**src/pkg/aacs_pkg.sv**
```systemverilog
package aacs_pkg;
	// trigger source encodings
	localparam logic [1:0] AACS_TRIG_SOFT0 = 2'h0;
	localparam logic [1:0] AACS_TRIG_TMR1 = 2'h1;
	localparam logic [1:0] AACS_TRIG_TMR2 = 2'h2;
	localparam logic [1:0] AACS_TRIG_SELF = 2'h3;
	// count field: 000 is manual mode
	localparam logic [2:0] AACS_CNT_MANUAL = 3'h0;
	localparam int AACS_RES_W = 12;
	localparam int AACS_ACC_W = 16;
	localparam logic [AACS_RES_W-1:0] AACS_FULL_SCALE = 12'hfff;
	// conversion length in clocks, and interval unit in clocks
	localparam int AACS_CONV_CYC = 16;
	localparam int AACS_IVL_UNIT = 4;
	localparam int AACS_TMR_W = 8;
	localparam logic [AACS_TMR_W-1:0] AACS_TMR_ONE = 8'h01;

	typedef enum logic [4:0] {
		AACS_IDLE = 5'b00001,
		AACS_CH1 = 5'b00010,
		AACS_GAP1 = 5'b00100,
		AACS_CH2 = 5'b01000,
		AACS_GAP2 = 5'b10000
	} aacs_state_t;

	typedef struct packed {
		logic power_on;
		logic auto_start;
		logic [1:0] trig_src;
		logic [2:0] count_sel;
		logic [3:0] interval_sel;
		logic start_bit;
		logic irq_clear;
	} aacs_ctrl_t;

	typedef struct packed {
		aacs_state_t st;
		logic [AACS_TMR_W-1:0] tmr;
		logic [4:0] cycles;
		logic [AACS_ACC_W-1:0] acc;
		logic busy;
		logic irq_flag;
		logic overrun;
		logic auto_run;
		logic auto_prev;
		logic start_prev;
		logic manual;
		logic stop_pend;
		logic man_done;
		logic [7:0] res_lo;
		logic [7:0] res_hi;
		logic irq;
	} aacs_regs_t;
endpackage

```
**src/rtl/aacs_seq.sv**
```systemverilog
// Operation
// self-timed: auto start rising clears overrun and converts first channel now
// after first channel, wait selected interval then convert second channel
// after second channel and interval, start next first/second cycle
// after N cycles clear auto start and set interrupt flag
// count field picks N of 1,2,4,8,16; nonzero means automatic
// sources 00/11: clear while busy defers reset until conversion ends
// auto start accepted again only after sequencer reset finished
// sources 01/10: software waits busy low, one manual conversion, then reselects
// sources 01/10: reset sequencer after manual conversion and auto reselected
// clear after all conversions done still raises interrupt
// manual mode: start pulse low-high-low begins a conversion
// power bit low switches conversion circuitry off
// results are 12-bit unsigned, full scale is all ones
// busy set during conversion, clear when it ends
// result presented as low byte and high byte
// end of conversion sets flag; irq needs local and global enable
// automatic group accumulates values, holds final sum
// further auto start ignored until N cycles (2N conversions) finished
// self-timed clear while idle resets sequencer at once
// busy rises with start and falls with result update
`timescale 1ns/1ps
`default_nettype none
module aacs_seq
	import aacs_pkg::*;
#(
	parameter int CONV_CYC = AACS_CONV_CYC,
	parameter int IVL_UNIT = AACS_IVL_UNIT
) (
	input wire logic sys_clk_in, // 250 MHz clock
	input wire logic reset_n_in, // sync reset, active low
	input wire aacs_ctrl_t ctrl_in, // software control bits
	input wire logic conv_irq_enable_in, // local irq enable
	input wire logic global_irq_enable_in, // global irq enable
	input wire logic [AACS_RES_W-1:0] sample_in, // converter sample, synchronised
	output logic conv_busy_flag_out, // conversion in progress
	output logic conv_irq_flag_out, // sticky end of conversion flag
	output logic trigger_overrun_flag_out, // overrun flag
	output logic auto_conv_start_out, // automatic start bit state
	output logic [7:0] result_low_byte_out, // result low byte
	output logic [7:0] result_high_byte_out, // result high byte
	output logic conv_irq_out, // interrupt request
	output logic analog_on_out // analog circuitry power
);
	aacs_regs_t r, nxt;
	logic [AACS_RES_W-1:0] smp_meta, smp_sync;
	logic [4:0] n_target;
	logic auto_mode, start_rise, auto_rise, conv_end, sw_clear;
	logic analog_on_r;

	// two-flop sampling of the analog result bus
	always_ff @(posedge sys_clk_in) begin
		if (!reset_n_in) begin
			smp_meta <= '0;
			smp_sync <= '0;
		end else begin
			smp_meta <= sample_in;
			smp_sync <= smp_meta;
		end
	end

	// count field decode, 1..16; codes above 4 saturate at 16
	always_comb begin
		case (ctrl_in.count_sel)
			3'h1: n_target = 5'h01;
			3'h2: n_target = 5'h02;
			3'h3: n_target = 5'h04;
			3'h4: n_target = 5'h08;
			default: n_target = 5'h10;
		endcase
	end

	assign auto_mode = ctrl_in.count_sel != AACS_CNT_MANUAL;
	assign start_rise = ctrl_in.start_bit & ~r.start_prev;
	assign auto_rise = ctrl_in.auto_start & ~r.auto_prev;
	assign conv_end = r.busy && r.tmr == AACS_TMR_ONE;
	assign sw_clear = ~ctrl_in.auto_start & r.auto_prev & r.auto_run;

	// next-state logic for the whole sequencer
	always_comb begin
		logic [AACS_ACC_W-1:0] sum;
		logic timed;
		sum = '0;
		timed = ctrl_in.trig_src == AACS_TRIG_SOFT0 || ctrl_in.trig_src == AACS_TRIG_SELF;
		nxt = r;
		nxt.auto_prev = ctrl_in.auto_start;
		// start pulse taken on the falling edge after a high
		nxt.start_prev = ctrl_in.start_bit;
		if (r.tmr != '0) begin
			nxt.tmr = r.tmr - AACS_TMR_ONE;
		end
		if (ctrl_in.irq_clear) begin
			nxt.irq_flag = 1'b0;
		end
		// conversion end: result, accumulate, busy drop in one cycle
		if (conv_end) begin
			nxt.busy = 1'b0;
			nxt.irq_flag = !r.auto_run || r.manual ? 1'b1 : r.irq_flag;
			if (r.auto_run && !r.manual) begin
				sum = r.acc + {{(AACS_ACC_W-AACS_RES_W){1'b0}}, smp_sync};
				nxt.acc = sum;
			end else begin
				sum = {{(AACS_ACC_W-AACS_RES_W){1'b0}}, smp_sync};
			end
			nxt.res_lo = sum[7:0];
			nxt.res_hi = sum[15:8];
			if (r.manual) begin
				nxt.manual = 1'b0;
				nxt.man_done = 1'b1;
			end
		end
		// manual conversion, low-high-low on start
		if (!auto_mode && !r.busy && !r.start_prev && start_rise && ctrl_in.power_on) begin
			nxt.manual = 1'b1;
		end
		if (r.manual && !r.busy && !ctrl_in.start_bit && r.start_prev) begin
			nxt.busy = 1'b1;
			nxt.tmr = AACS_TMR_W'(CONV_CYC);
		end
		case (r.st)
			AACS_IDLE: begin
				// only a fresh rising edge launches, while idle
				if (auto_rise && auto_mode && ctrl_in.power_on && !r.busy) begin
					nxt.overrun = 1'b0;
					nxt.auto_run = 1'b1;
					nxt.cycles = '0;
					nxt.acc = '0;
					nxt.st = AACS_CH1;
					nxt.busy = 1'b1;
					nxt.tmr = AACS_TMR_W'(CONV_CYC);
				end
			end
			AACS_CH1: begin
				if (conv_end) begin
					nxt.st = AACS_GAP1;
					nxt.tmr = AACS_TMR_W'(({4'h0, ctrl_in.interval_sel} + 8'h01) * IVL_UNIT);
				end
			end
			AACS_GAP1: begin
				if (r.tmr == AACS_TMR_ONE) begin
					nxt.st = AACS_CH2;
					nxt.busy = 1'b1;
					nxt.tmr = AACS_TMR_W'(CONV_CYC);
				end
			end
			AACS_CH2: begin
				if (conv_end) begin
					nxt.cycles = r.cycles + 5'h01;
					if (r.cycles + 5'h01 == n_target) begin
						nxt.st = AACS_IDLE;
						nxt.auto_run = 1'b0;
						nxt.irq_flag = 1'b1;
					end else begin
						nxt.st = AACS_GAP2;
						nxt.tmr = AACS_TMR_W'(({4'h0, ctrl_in.interval_sel} + 8'h01) * IVL_UNIT);
					end
				end
			end
			AACS_GAP2: begin
				if (r.tmr == AACS_TMR_ONE) begin
					nxt.st = AACS_CH1;
					nxt.busy = 1'b1;
					nxt.tmr = AACS_TMR_W'(CONV_CYC);
				end
			end
			default: nxt.st = AACS_IDLE;
		endcase
		// software stop of a running group
		if (sw_clear || r.stop_pend) begin
			if (timed) begin
				if (r.busy && !conv_end) begin
					nxt.stop_pend = 1'b1;
				end else begin
					nxt.st = AACS_IDLE;
					nxt.auto_run = 1'b0;
					nxt.stop_pend = 1'b0;
					nxt.busy = 1'b0;
					nxt.tmr = '0;
				end
			end else begin
				nxt.stop_pend = 1'b1; // waits for manual conversion
				nxt.auto_run = r.st != AACS_IDLE && r.auto_run;
			end
		end
		// timer sources: reset once manual done and automatic reselected
		if (!timed && r.stop_pend && r.man_done && auto_mode) begin
			nxt.st = AACS_IDLE;
			nxt.auto_run = 1'b0;
			nxt.stop_pend = 1'b0;
			nxt.man_done = 1'b0;
		end
		if (!timed && r.stop_pend && !r.busy && !r.manual && !auto_mode) begin
			nxt.st = AACS_IDLE; // sequencer parked during manual step
		end
		// stop in the same cycle the last conversion finishes still flags
		if (sw_clear && r.st == AACS_CH2 && conv_end && r.cycles + 5'h01 == n_target) begin
			nxt.irq_flag = 1'b1;
		end
		// power down: everything analog halts
		if (!ctrl_in.power_on) begin
			nxt.st = AACS_IDLE;
			nxt.busy = 1'b0;
			nxt.manual = 1'b0;
			nxt.auto_run = 1'b0;
			nxt.stop_pend = 1'b0;
			nxt.tmr = '0;
		end
		nxt.irq = nxt.irq_flag & conv_irq_enable_in & global_irq_enable_in;
	end

	// single state register
	always_ff @(posedge sys_clk_in) begin
		if (!reset_n_in) begin
			r <= '{st: AACS_IDLE, default: '0};
		end else begin
			r <= nxt;
		end
	end

	assign conv_busy_flag_out = r.busy;
	assign conv_irq_flag_out = r.irq_flag;
	assign trigger_overrun_flag_out = r.overrun;
	assign auto_conv_start_out = r.auto_run;
	assign result_low_byte_out = r.res_lo;
	assign result_high_byte_out = r.res_hi;
	assign conv_irq_out = r.irq;
	assign analog_on_out = analog_on_r;

	// analog power from next state, so the enable is registered with no lag
	always_ff @(posedge sys_clk_in) begin
		if (!reset_n_in) begin
			analog_on_r <= 1'b0;
		end else begin
			analog_on_r <= ctrl_in.power_on & (nxt.busy | nxt.auto_run);
		end
	end

	// busy holds for at least two cycles after it rises
	busy_len_a: assert property (@(posedge sys_clk_in) disable iff (!reset_n_in)
		$rose(r.busy) && ctrl_in.power_on |-> r.busy [*2])
		else $error("busy pulse too short");
	// first channel starts the cycle after launch
	launch_ch1_a: assert property (@(posedge sys_clk_in) disable iff (!reset_n_in)
		r.st == AACS_IDLE && auto_rise && auto_mode && ctrl_in.power_on && !r.busy
		&& ctrl_in.auto_start |=> r.st == AACS_CH1 && r.busy && !r.overrun)
		else $error("launch did not start first channel");
	// first interval never busy
	gap_idle_a: assert property (@(posedge sys_clk_in) disable iff (!reset_n_in)
		r.st == AACS_GAP1 |-> !r.busy)
		else $error("busy during interval");
	// power off clears activity
	power_off_a: assert property (@(posedge sys_clk_in) disable iff (!reset_n_in)
		!ctrl_in.power_on |=> !r.busy && r.st == AACS_IDLE)
		else $error("active while powered off");
	// irq only with flag set
	irq_gate_a: assert property (@(posedge sys_clk_in) disable iff (!reset_n_in)
		r.irq |-> r.irq_flag)
		else $error("irq without flag");
	// irq only when both enables were set as it was registered
	irq_both_a: assert property (@(posedge sys_clk_in) disable iff (!reset_n_in)
		r.irq |-> $past(conv_irq_enable_in && global_irq_enable_in))
		else $error("irq without both enables");
	// last second-channel conversion ends the group and flags it
	done_flag_a: assert property (@(posedge sys_clk_in) disable iff (!reset_n_in)
		r.st == AACS_CH2 && conv_end && r.cycles + 5'h01 == n_target && ctrl_in.power_on
		|=> !r.auto_run && r.irq_flag)
		else $error("group end not flagged");
	// second interval is never busy
	gap2_idle_a: assert property (@(posedge sys_clk_in) disable iff (!reset_n_in)
		r.st == AACS_GAP2 |-> !r.busy)
		else $error("busy during second interval");
	// self-timed stop while busy is deferred, not taken at once
	stop_defer_a: assert property (@(posedge sys_clk_in) disable iff (!reset_n_in)
		sw_clear && ctrl_in.trig_src == AACS_TRIG_SELF && r.busy && !conv_end
		&& ctrl_in.power_on |=> r.stop_pend)
		else $error("stop not deferred");
	// self-timed stop while idle resets at once
	idle_stop_a: assert property (@(posedge sys_clk_in) disable iff (!reset_n_in)
		sw_clear && ctrl_in.trig_src == AACS_TRIG_SELF && !r.busy
		|=> r.st == AACS_IDLE && !r.auto_run)
		else $error("idle stop not immediate");
	// result bytes change only at a conversion end
	result_hold_a: assert property (@(posedge sys_clk_in) disable iff (!reset_n_in)
		!conv_end |=> $stable({r.res_hi, r.res_lo}))
		else $error("result changed without conversion");
	// falling start edge of an armed manual pulse launches a conversion
	manual_start_a: assert property (@(posedge sys_clk_in) disable iff (!reset_n_in)
		r.manual && !r.busy && !ctrl_in.start_bit && r.start_prev && ctrl_in.power_on
		|=> r.busy)
		else $error("manual pulse did not start");
endmodule
`default_nettype wire

```
**config.mk**
```make
export PLATFORM = sky130hd
export DESIGN_NAME = aacs_seq
export DESIGN_NICKNAME = d
export VERILOG_FILES = /design/src/pkg/aacs_pkg.sv /design/src/rtl/aacs_seq.sv
export SDC_FILE = /design/constraint.sdc
export NUM_CORES = 1
export LEC_CHECK = 0
export BUFFER_PORTS_ARGS = -buffer_cell sky130_fd_sc_hd__buf_2
export CORE_MARGIN = 5
export CORE_UTILIZATION = 58
export DETAILED_ROUTE_END_ITERATION = 10
export PLACE_DENSITY_LB_ADDON = 0.3
export SETUP_SLACK_MARGIN = 0.5
export SYNTH_ARGS = -nofsm -noshare
export SYNTH_HDL_FRONTEND = slang
export SYNTH_SLANG_ARGS = --single-unit
```
**constraint.sdc**
```tcl
create_clock -name sys_clk_in -period 2.9 [get_ports sys_clk_in]
set_input_delay 0.58 -clock sys_clk_in [delete_from_list [all_inputs] [get_ports sys_clk_in]]
set_output_delay 0.58 -clock sys_clk_in [all_outputs]
set_load 0.005 [all_outputs]
```
### After elaboration in Yosys (flattened, before gate mapping)

Cells that the tools add are included.

| storage, ports and cells | value |
|---|---|
| register bits after elaboration | 84 |
| output and inout port bits | 22 |
| word-level logic and storage cells | 142 |

| operators by class | value |
|---|---|
| add/sub/neg operators | 4 |
| eq/ne operators | 15 |
| mux-type cells | 46 |
| bitwise logic cells | 13 |
| reductions and logical operators | 46 |

Operators with widths:

| operator | count |
|---|---|
| two-way mux 13 bit | 6 |
| two-way mux 16 bit | 3 |
| case mux 8 bit (5 select lines) | 1 |
| two-way mux 18 bit | 2 |
| two-way mux 35 bit | 1 |
| case mux 5 bit (5 select lines) | 1 |
| two-way mux 1 bit | 24 |
| two-way mux 8 bit | 3 |
| logical AND 1 bit | 23 |
| case mux 5 bit (4 select lines) | 1 |
| adder 16 x 12 -> 16 bit | 1 |
| case mux 5 bit (2 select lines) | 1 |
| == test 8 x 1 -> 1 bit, second input constant | 1 |
| zero test 1 bit | 8 |
| nonzero test 8 bit | 1 |
| subtractor 8 x 1 -> 8 bit, second input constant | 1 |
| AND 1 bit | 7 |
| == test 3 x 2 -> 1 bit, second input constant | 2 |
| adder 4 x 1 -> 5 bit, second input constant | 1 |
| adder 5 x 1 -> 5 bit, second input constant | 1 |
| == test 5 x 1 -> 1 bit, second input constant | 1 |
| == test 5 x 2 -> 1 bit, second input constant | 1 |
| == test 5 x 3 -> 1 bit, second input constant | 1 |
| == test 5 x 4 -> 1 bit, second input constant | 1 |
| other kinds (20) | 31 |

### Longest topological paths before layout

Gate-level depths: netlist (run 1).

| depth | value |
|---|---|
| depth after elaboration | 14 |
| gate-level depth with buffers | 10 |
| depth with buffers taken out | 9 |

### Worst setup path before layout (run 1)

Ideal clock, no wire load.

| path | value |
|---|---|
| path kind | reg2reg |
| from | register r[56] in the netlist's numbering |
| to | register r[55] in the netlist's numbering |
| arrival time | 2106 ps |
| slack | 667 ps |
| cell stages (with the launch flop) | 9 |
| period minus slack after synthesis | 2233 ps |
| cell sequence | dfxtp_1 buf_6 or4b_4 or2_0 buf_6 nand3_4 o21ai_2 or3_4 or3_1 |

| between the ends | value |
|---|---|
| cells in the longest elaborated chain, start to end | 5 |
| elaborated cells between the ends (all ways) | 9 |

Ends and longest elaborated chain:

| element | RTL line | text |
|---|---|---|
| start: declaration | aacs_seq.sv:45 | `aacs_regs_t r, nxt;` |
| start signal: assignment | aacs_seq.sv:216 | `r <= nxt;` |
| == test 5 bit, or another cell as far along | aacs_seq.sv:120 | `case (r.st)` |
| case mux 5 bit (5 select lines) * | aacs_seq.sv:120 |  |
| two-way mux 13 bit | aacs_seq.sv:171 | `if (r.busy && !conv_end) begin` |
| two-way mux 13 bit | aacs_seq.sv:170 | `if (timed) begin` |
| two-way mux 13 bit * | aacs_seq.sv:169 | `if (sw_clear \|\| r.stop_pend) begin` |

Every way passes the cells marked *; elsewhere a longest branch is shown, timed or not.
A chain may end at the register's enable or synchronous reset.

### Final worst setup path (run 1)

| path | value |
|---|---|
| from | register r[42] in the netlist's numbering |
| to | register r (netlist bit conv_irq_out) |

| between the ends | value |
|---|---|
| cells in the longest elaborated chain, start to end | 8 |
| elaborated cells between the ends (all ways) | 9 |

Ends and longest elaborated chain:

| element | RTL line | text |
|---|---|---|
| adder 5 x 1 -> 5 bit * | aacs_seq.sv:149, aacs_seq.sv:196 |  |
| == test 5 bit * | aacs_seq.sv:149, aacs_seq.sv:196 |  |
| two-way mux 1 bit | aacs_seq.sv:149 | `if (r.cycles + 5'h01 == n_target) begin` |
| two-way mux 1 bit | aacs_seq.sv:147 | `if (conv_end) begin` |
| two-way mux 1 bit | aacs_seq.sv:120 |  |
| two-way mux 1 bit * | aacs_seq.sv:196 | `if (sw_clear && r.st == AACS_CH2 && conv_end && r.cycles + 5'h01 == n_target) begin` |
| AND 1 bit * (2 in a row) | aacs_seq.sv:208 | `nxt.irq = nxt.irq_flag & conv_irq_enable_in & global_irq_enable_in;` |

Marks and branches as above.

==> results of run 1 <==
[worst max-delay path: cells and delay by family, from the launching register on]
kind | cells | cell delay (ns)
flops | 1 | 0.40
xor+xnor | 1 | 0.21
compound gates | 2 | 0.67
simple gates | 4 | 0.70
fa+ha+maj | 1 | 0.24
[kinds of logic after synthesis]
| logic type | count (synthesis) |
|---|---|
| compound gates | 115 |
| xor+xnor | 26 |
| fa+ha+maj | 17 |
| buf+inv | 47 |
| flops | 84 |
| mux | 3 |
| other cells | 1 |
| simple gates | 209 |
[registers in the layout (all words and copies together) (netlist names), 8 cells and up]
register / count
smp_meta: 12
smp_sync: 12
result_low_byte_out: 8
result_high_byte_out: 8
r: 39
[placed cells by master (no fill, tap or decap), types with 3 or more instances in the layout]
master / netlist / layout
o21ai_0: 19 / 18
a21o_1: 4 / 4
a31o_2: 4 / 4
nand2_2: 1 / 3
nand2_1: 47 / 45
nor2b_1: 13 / 13
nor2_1: 37 / 35
and3_1: 7 / 7
ha_1: 16 / 15
and2_1: 28 / 27
a22oi_1: 4 / 4
dfxtp_1: 84 / 83
a21boi_0: 3 / 3
buf_2: 4 / 49
xnor2_1: 15 / 15
nand2b_1: 4 / 4
o211a_1: 8 / 8
inv_1: 5 / 5
nor4_1: 4 / 3
clkbuf_8: 0 / 9
nand3_1: 21 / 21
a21oi_1: 32 / 30
o2111ai_1: 3 / 3
o211ai_1: 8 / 8
a211oi_1: 7 / 5
nand4_1: 4 / 4
buf_4: 17 / 10
nor3_1: 18 / 15
o31ai_1: 3 / 3
o22a_1: 3 / 3
xor2_1: 10 / 10
nor3_2: 0 / 3
mux2i_1: 3 / 3
nand4b_1: 3 / 3
[metrics by stage]
stage | util, % | cells | hold WS, ns | power [mW] | worst slack (ns)
2_1_floorplan | - | 502 | 0.412 | 1.87 | 0.667
3_3_place_gp | 62.2 | 617 | 0.415 | 2.01 | 0.450
3_5_place_dp | 62.2 | 617 | 0.418 | 2.03 | 0.333
4_1_cts | 65.2 | 634 | 0.408 | 2.81 | 0.433
5_1_grt | 66.2 | 634 | 0.406 | 2.96 | 0.473
6_report | 66.2 | 634 | 0.419 | 2.80 | 0.586
[area by class of cell]
cell class	count	area share, %
Sequential cell	84	34.9
Clock buffer	9	2.57
Timing Repair Buffer	59	6.64
Multi-Input combinational cell	371	51.8
Inverter	5	0.389
Tap cell	99	2.57
Clock inverter	7	1.22
[power by group through the flow]
stage | sequential (mW) | combinational [mW] | clock (mW)
after floorplan | 1.29 | 0.584 | 0
after global placement | 1.30 | 0.713 | 0
after detailed placement | 1.30 | 0.728 | 0
after CTS | 1.28 | 0.737 | 0.799
after global routing | 1.29 | 0.826 | 0.850
final | 1.28 | 0.742 | 0.787
[cells in the mapped netlist (5+ instances only)]
cell / number
clkbuf_1: 15
dfxtp_1: 84
a21oi_1: 32
o211a_1: 8
buf_4: 17
xor2_1: 10
nand2_1: 47
nor2b_1: 13
a211oi_1: 7
nand3_1: 21
nor3_1: 18
xnor2_1: 15
o211ai_1: 8
o21ai_0: 19
and2_1: 28
ha_1: 16
inv_1: 5
and3_1: 7
nor2_1: 37
[routing by layer]
metal	track usage, %	vias to the layer above	routed length (µm)
li1	-	1824	-
met1	24.3	1685	4110
met2	33.7	104	4590
met3	4.32	21	513
met4	9.61	0	250
met5	0	-	0
[what timing repair did]
item	CTS	global route
pin swaps	1	3
setup endpoints to repair	3	33
buffers inserted	1	0
resized for setup	4	20
[path summary, 6_finish.rpt]
check	endpoint	slack [ns]	cells after the start	startpoint
setup reg to reg	conv_irq_out	0.59	8	r[42]
hold / removal	smp_meta[1]	0.42	2	sample_in[1]
setup / recovery	conv_irq_out	0.59	8	r[42]
hold reg to reg	smp_sync[9]	0.44	1	smp_meta[9]
==> flow_summary.ini, run 1 <==
[yosys]
yosys.area.top_type = dfxtp_1
synth-edff-count = 0
synth_top_cells_by_area = dfxtp_1 39%, ha_1 4.6%, nand2_1 4.0%, and2_1 4.0%, a21oi_1 3.7%
synthAdderAreaFrac_pct = 5.05
synth_top_family_by_area = simple AND/OR/NAND/NOR gates
synth_top_area_share_pct = 38.6
ys_seq_elements = 84
yosys.area_share.simple_pct = 25.6
netlist_area_um2 = 4360
avgSynthCellArea_um2 = 8.68
synth_seq_area_share_pct = 38.6
yosysWarnings = 0
synth-xor-area-share_pct = 5.57
dominantRegCellSynth = dfxtp_1
synth_fp_nets = 548
synthMuxAreaShare_pct = 0.689
async_reset_ff_share_pct = 0
synth_compound_area_share_pct = 18.1
synth_cells = 502
synthDistinctLibCells = 71

[pwr]
power.share.clock_pct = 28.1
p_int_mw = 1.90
vdd_drop_max_v = 0.000313
p_leak_nw = 2.02
switching_share_pct = 32.2
combPwrFrac_pct = 26.5
seq_power_share_pct = 45.5
power.switching_mw = 0.903
powerDensity_nw_per_um2 = 581

[setup_path]
critPathSlowestCell = dfxtp_2
crit_path_cell_trace = ha_2, nand3_1, xor2_1, and4_1, o32ai_4, nor3_2, o311a_1, and3_1
startpoint_type = flop
cpPeakStageDelay_ns = 0.40
critPathMaxFanout = 7
cp_data_required_time_ns = 3.16
critPathKind = flop to flop
arrival_ns = 2.58
critPathCaptureType = flop

[floorplanning]
coreArea_um2 = 7290
die_x_um = 96.7
die_area_um2 = 9350
ios = 51
die_h_um = 96.7
initial_core_util_pct = 59.7
num_rows = 31

[route]
route.vias.total = 3634
dr.pass1.iters = 4
wl_mm = 9.46
drt_iter0_markers = 161
route.detailed.drc = 0
post_drt_wl_per_cell_um = 14.9
antenna_left = 0
vias_per_cell = 5.73

[hold_path]
hold_class = input pin to flop

[cts]
clock-sinks = 84
cts_tree = yes
hold_buffers = 0
numCtsBuffers = 9
insertion_delay_ns = 0.36
clk_pin_slew_worst_paths_ns = 0.09
root_buffer = clkbuf_8
htreeDepth = 3
clockBufferDepth = 2

[timing]
rsz0062_at_grt = yes
setup_viol = 0
hold_violations = 0
period_share_pct = 79.8
maxSlewViolCount = 0
slew_headroom_pct = 55.6
worst_pin_slew_ns = 0.666
period_minus_slack_ns = 2.31
finClkSkew_ns = 0.00656
fin_tns_setup_ns = 0
fmax_mhz = 432

[cells_and_area]
nFillCells = 634
final_area_um2 = 4830
multiInputGateArea_um2 = 2500
n_antenna_cell = 0
finalNetCount = 576
drive_gt1_share_pct = 20.6
area_growth_pct = 10.8
regArea_um2 = 1680

[grt]
antenna_found_initial = 0
grt_pass1_wl_mm = 15.9
grt_pass1_vias = 3518
grtUsageTotal_pct = 20.0
grt_max_degree = 59
grt.overflow.total = 0

[placed_design]
port_buffers = 49
place.gp.congestion = 0.952
hpwl_mm = 6.76
placed_area_um2 = 4540

[run_status]
status = finished clean

[run]
maxCapViolCount = 0
Power figures use the tool's default switching activity.
==> run 2, diff against run 1 <==
Settings changed: ABC_AREA set to 1.
Clock period 2.9 ns to 2.4 ns, I/O delays scaled along.
==> run 2 against run 1 <==
Clock power up 37%. Combinational power up 17%. Flip-flop and latch count did not move. Largest cell class unchanged.
==> flow_summary.ini, run 2 <==
[route]
wl_mm = 10.3
route.vias.total = 4099
dr.pass1.iters = 7
route.detailed.drc = 0
vias_per_cell = 5.33
drt_iter0_markers = 260
post_drt_wl_per_cell_um = 13.4
antenna_left = 0

[setup_path]
cp_data_required_time_ns = 2.69
arrival_ns = 2.08
critPathMaxFanout = 12
critPathCaptureType = flop
worst-path-buf-inv = 4
startpoint_type = flop
cpPeakStageDelay_ns = 0.39
critPathSlowestCell = dfxtp_1
critPathKind = flop to flop
crit_family = simple AND/OR/NAND/NOR gates
crit_path_cell_trace = ha_2, nand2_2, nor2_4, nand2_4, buf_12, inv_2, nand2_1, clkinv_4, a22o_1, inv_1, a21oi_1

[timing]
period_minus_slack_ns = 1.79
period_share_pct = 74.5
hold_violations = 0
finClkSkew_ns = 0.0159
maxSlewViolCount = 0
rsz0062_at_grt = no
fmax_mhz = 559
setup_viol = 0
fin_tns_setup_ns = 0

[cells_and_area]
largest-register = r
largest_reg_flops = 39
final_common_cell = nand2_1
top_regs = r (39), smp_meta (12), smp_sync (12)
finalNetCount = 711
n_antenna_cell = 0
final_cell_mix = 169 x nand2_1, 81 x inv_1, 81 x dfxtp_1
final_util_pct = 69.4
drive_gt1_share_pct = 19.1
area_growth_pct = 15.4

[grt]
grt_pass1_wl_mm = 16.7
grt_max_degree = 31
grtUsageTotal_pct = 21.0
grt_pass1_vias = 3817
antenna_found_initial = 0
grt.overflow.total = 0

[cts]
clockBufferDepth = 2
clk_pin_slew_worst_paths_ns = 0.09
htreeDepth = 3
insertion_delay_ns = 0.37
clock-sinks = 84
cts_tree = yes
numCtsBuffers = 9
root_buffer = clkbuf_8

[yosys]
synth_top_area_share_pct = 38.3
async_reset_ff_share_pct = 0
synth-edff-count = 0
yosysWarnings = 0
netlist_area_um2 = 4390
synth_seq_area_share_pct = 38.3
synthTopCellsByCount = 171 x nand2_1, 84 x dfxtp_1, 84 x inv_1
synth_cells = 623
yosysMostFrequentCell = nand2_1
yosys.area.top_type = dfxtp_1
synthDistinctLibCells = 41
avgSynthCellArea_um2 = 7.04
dominantRegCellSynth = dfxtp_1
ys_seq_elements = 84
synth_top_cells_by_area = dfxtp_1 38%, nand2_1 15%, inv_1 7.2%, a21oi_1 6.4%, ha_1 4.6%
synth_fp_nets = 669

[pwr]
fin_total_pwr_mw = 3.49
vdd_drop_max_v = 0.000559
p_leak_nw = 2.49
powerDensity_nw_per_um2 = 690

[floorplanning]
ios = 51
initial_core_util_pct = 60.1
die_h_um = 97.0
num_rows = 31
coreArea_um2 = 7290
die_area_um2 = 9400
die_x_um = 97.0

[placed_design]
hpwl_mm = 7.17
place.gp.congestion = 0.930
port_buffers = 49

[run_status]
status = finished clean

[hold_path]
hold_class = input pin to flop

[run]
maxCapViolCount = 0
run 2: changes by cell type after synthesis, moves of 10 or more:
cell | before | now
nor3_1 | 18 | 5
inv_1 | 5 | 84
a21oi_1 | 32 | 56
and2_1 | 28 | 0
nand2_1 | 47 | 171
xnor2_1 | 15 | 5
nand3_1 | 21 | 40
nor2b_1 | 13 | 0
clkbuf_1 | 15 | 5
run 2: layout make-up:
cell class	instances	area, µm²
clock buffers	10	138
clock inverters	6	76.3
flip-flops and latches	84	1690
repair buffers	61	365
well taps	99	124
inverters	89	345
multi-input cells	420	2320
fillers	619	2230
run 2: worst register-to-register path, delay by kind of cell (launching register included):
family,cells,cell delay (ns)
AND/OR/NAND/NOR,4,0.44
buffers and inverters,4,0.40
flip-flops,1,0.39
AO/OA/AOI/OAI,2,0.30
adder cells (fa/ha/maj),1,0.19
run 2: metal layers:
layer  vias to the layer above  GRT usage, %  share of wire [%]
li1                       2070             -                  -
met3                        20          3.88                6.6
met1                      1877          26.7                 44
met5                         -             0                  0
met4                         0          8.42                1.6
met2                       132          35.2                 48
run 2: what timing repair did:
item / 4_1_cts / 5_1_grt
endpoints found under the setup margin: 17 / 53
pin swaps: 3 / 6
hold endpoints to repair: 0 / 0
gates resized for setup: 4 / 36
gates cloned: 0 / 1
setup buffers: 2 / 5
hold buffers: 0 / 0
run 2: report_power, final:
part,total [mW],internal (mW),switching (mW)
sequential,1.54,1.48,0.0681
combinational,0.865,0.339,0.526
clock,1.08,0.529,0.553
total,3.49,2.34,1.15
run 2: final timing paths:
kind / start / endpoint / slack, ns / cells past startpoint
worst max-delay path: r[47] / result_high_byte_out[1] / 0.61 / 11
worst min-delay path: sample_in[3] / smp_meta[3] / 0.29 / 3
worst max register to register: r[47] / result_high_byte_out[1] / 0.61 / 11
worst min register to register: smp_meta[11] / smp_sync[11] / 0.42 / 2
run 2: kinds of logic after synthesis:
group | Yosys count | share of synthesized area (%)
other | 1 | 0.0855
AND/OR/NAND/NOR | 296 | 30.1
XOR/XNOR | 13 | 2.60
flip-flops | 84 | 38.3
adder cells (fa/ha/maj) | 17 | 5.02
AO/OA/AOI/OAI | 93 | 11.7
buffers and inverters | 119 | 12.1
run 2: metrics by stage:
stage / worst slack, ns / hold slack (ns) / std cells / area [µm²]
6_report: 0.612 / 0.292 / 769 / 5060
5_1_grt: 0.450 / 0.283 / 769 / 5060
4_1_cts: 0.502 / 0.282 / 763 / 4830
3_5_place_dp: 0.435 / 0.395 / 745 / 4590
3_3_place_gp: 0.507 / 0.396 / 745 / 4590
2_1_floorplan: 0.709 / 0.390 / 623 / 4390
==> run 3, diff against run 2 <==
Clock period 2.4 ns to 1.74 ns, I/O delays scaled along.
==> run 3 against run 2 <==
The flow now finishes with violations (negative setup slack). Critical endpoint is now r[34]. Power increased by 47%. Register-to-register slack got worse by 0.80 ns. Clock skew increased by 0.0053 ns. Routed wire length grew 47%. Largest power group unchanged.
==> flow_summary.ini, run 3 (synthesis results as in run 2) <==
[setup_path]
r2r-start = r[30]
reg2reg_depth = 8
worst-path-buf-inv = 0
r2r_end = r[34]
crit_family = compound AO/OA/AOI/OAI gates
cp.depth = 8
r2r_slack_ns = -0.19
cp_data_required_time_ns = 2.06
critPathCaptureType = flop
crit_top_cell = nand3_1
crit_path_cell_trace = ha_4, nand2_1, o21ai_1, a21o_1, nand3_1, nand3b_1, nand3_1, a21oi_2
critical_path.endpoint = r[34]
critPathKind = flop to flop
startpoint = r[30]
critPathMaxFanout = 5
critPathSlowestCell = dfxtp_4
startpoint_type = flop
arrival_ns = 2.25
cpPeakStageDelay_ns = 0.37

[route]
route.vias.total = 4911
antenna_left = 0
dr.pass1.iters = 8
vias_per_cell = 6.05
wl_mm = 15.1
route.detailed.drc = 0
drt_iter0_markers = 419
post_drt_wl_per_cell_um = 18.6

[timing]
fmax_mhz = 518
period_share_pct = 111
fin_tns_setup_ns = -1.45
period_minus_slack_ns = 1.93
maxSlewViolCount = 0
finClkSkew_ns = 0.0211
hold_violations = 0
setup_ws_ns = -0.191
setup_viol = 19
holdWs_ns = 0.147
rsz0062_at_grt = yes

[cts]
clk_pin_slew_worst_paths_ns = 0.09
hold_buffers = 0
cts_tree = yes
htreeDepth = 3
clock-sinks = 84
clockBufferDepth = 2
numCtsBuffers = 9
insertion_delay_ns = 0.38
root_buffer = clkbuf_8

[cells_and_area]
final_cell_mix = 132 x nand2_1, 78 x inv_1, 53 x dfxtp_1
final_common_cell = nand2_1
largest-register = r
nFillCells = 402
finalNetCount = 754
top_regs = r (39), smp_meta (12), smp_sync (12)
area_growth_pct = 39.4
n_antenna_cell = 0
largest_reg_flops = 39
final_cells = 812
drive_gt1_share_pct = 43.5

[floorplanning]
die_area_um2 = 9400
ios = 51
num_rows = 31
initial_core_util_pct = 60.1
coreArea_um2 = 7290
die_x_um = 97.0
die_h_um = 97.0

[pwr]
p_leak_nw = 2.82
fin_total_pwr_mw = 5.13
powerDensity_nw_per_um2 = 840
vdd_drop_max_v = 0.00138

[run]
maxCapViolCount = 0

[grt]
antenna_found_initial = 0
grt_max_degree = 28
grt.overflow.total = 0
grt_pass1_wl_mm = 19.9
grt_pass1_vias = 4331
grtUsageTotal_pct = 25.4

[run_status]
status = finished, violations left
failed_checks = negative setup slack

[hold_path]
hold_class = input pin to flop
holdPathStages = 3

[placed_design]
port_buffers = 49
place.gp.congestion = 0.961
placed_cells = 754
hpwl_mm = 7.42
dp_slack_ns = -0.0305
[run 3: area by class of cell]
cell class | instances | area (µm²) | share of cell area (%)
clock buffer | 10 | 128 | 2.09
clock inverter | 6 | 65.1 | 1.06
inverter | 89 | 352 | 5.75
multi-input combinational | 421 | 2970 | 48.5
sequential | 84 | 1730 | 28.3
tap | 99 | 124 | 2.03
timing repair buffer | 102 | 741 | 12.1
timing repair inverter | 1 | 6.26 | 0.102
[run 3: power breakdown]
part	internal, mW	switching, mW	total, mW
combinational	0.651	0.935	1.59
sequential	2.04	0.108	2.14
clock	0.663	0.740	1.40
total	3.35	1.78	5.13
[run 3: worst min-delay path by stage]
stage	startpoint	end
2_1_floorplan	smp_meta[0]	smp_sync[0]
3_5_place_dp	smp_meta[3]	smp_sync[3]
6_report	sample_in[9]	smp_meta[9]
4_1_cts	sample_in[9]	smp_meta[9]
3_3_place_gp	smp_meta[0]	smp_sync[0]
5_1_grt	sample_in[6]	smp_meta[6]
[run 3: layer usage]
layer	track usage, %	wire, µm	share of wire [%]	vias up
met5	0	0	0	-
met4	10.8	1050	7.0	0
met3	6.12	1290	8.6	127
met2	44.5	7250	48	361
met1	29.4	5500	36	2270
li1	-	-	-	2153
[run 3: what timing repair did]
action,in CTS,in global routing
gates cloned,2,1
gates resized for setup,113,76
pin swaps,43,28
buffers inserted,22,17
endpoints found under the setup margin,58,61
[run 3: per-stage QoR]
stage          instance area, µm²  utilization, %
4_1_cts                      5670            77.8
2_1_floorplan                4680               -
3_5_place_dp                 4930            67.6
3_3_place_gp                 4930            67.6
5_1_grt                      6110            83.8
6_report                     6110            83.8
[run 3: worst reg2reg max path, delay by kind of cell, from the launching register on]
kind | cells | cell delay (ns)
adders and majority gates | 1 | 0.30
AOI/OAI and AO/OA | 3 | 0.63
DFF | 1 | 0.37
and+or+nand+nor | 4 | 0.57
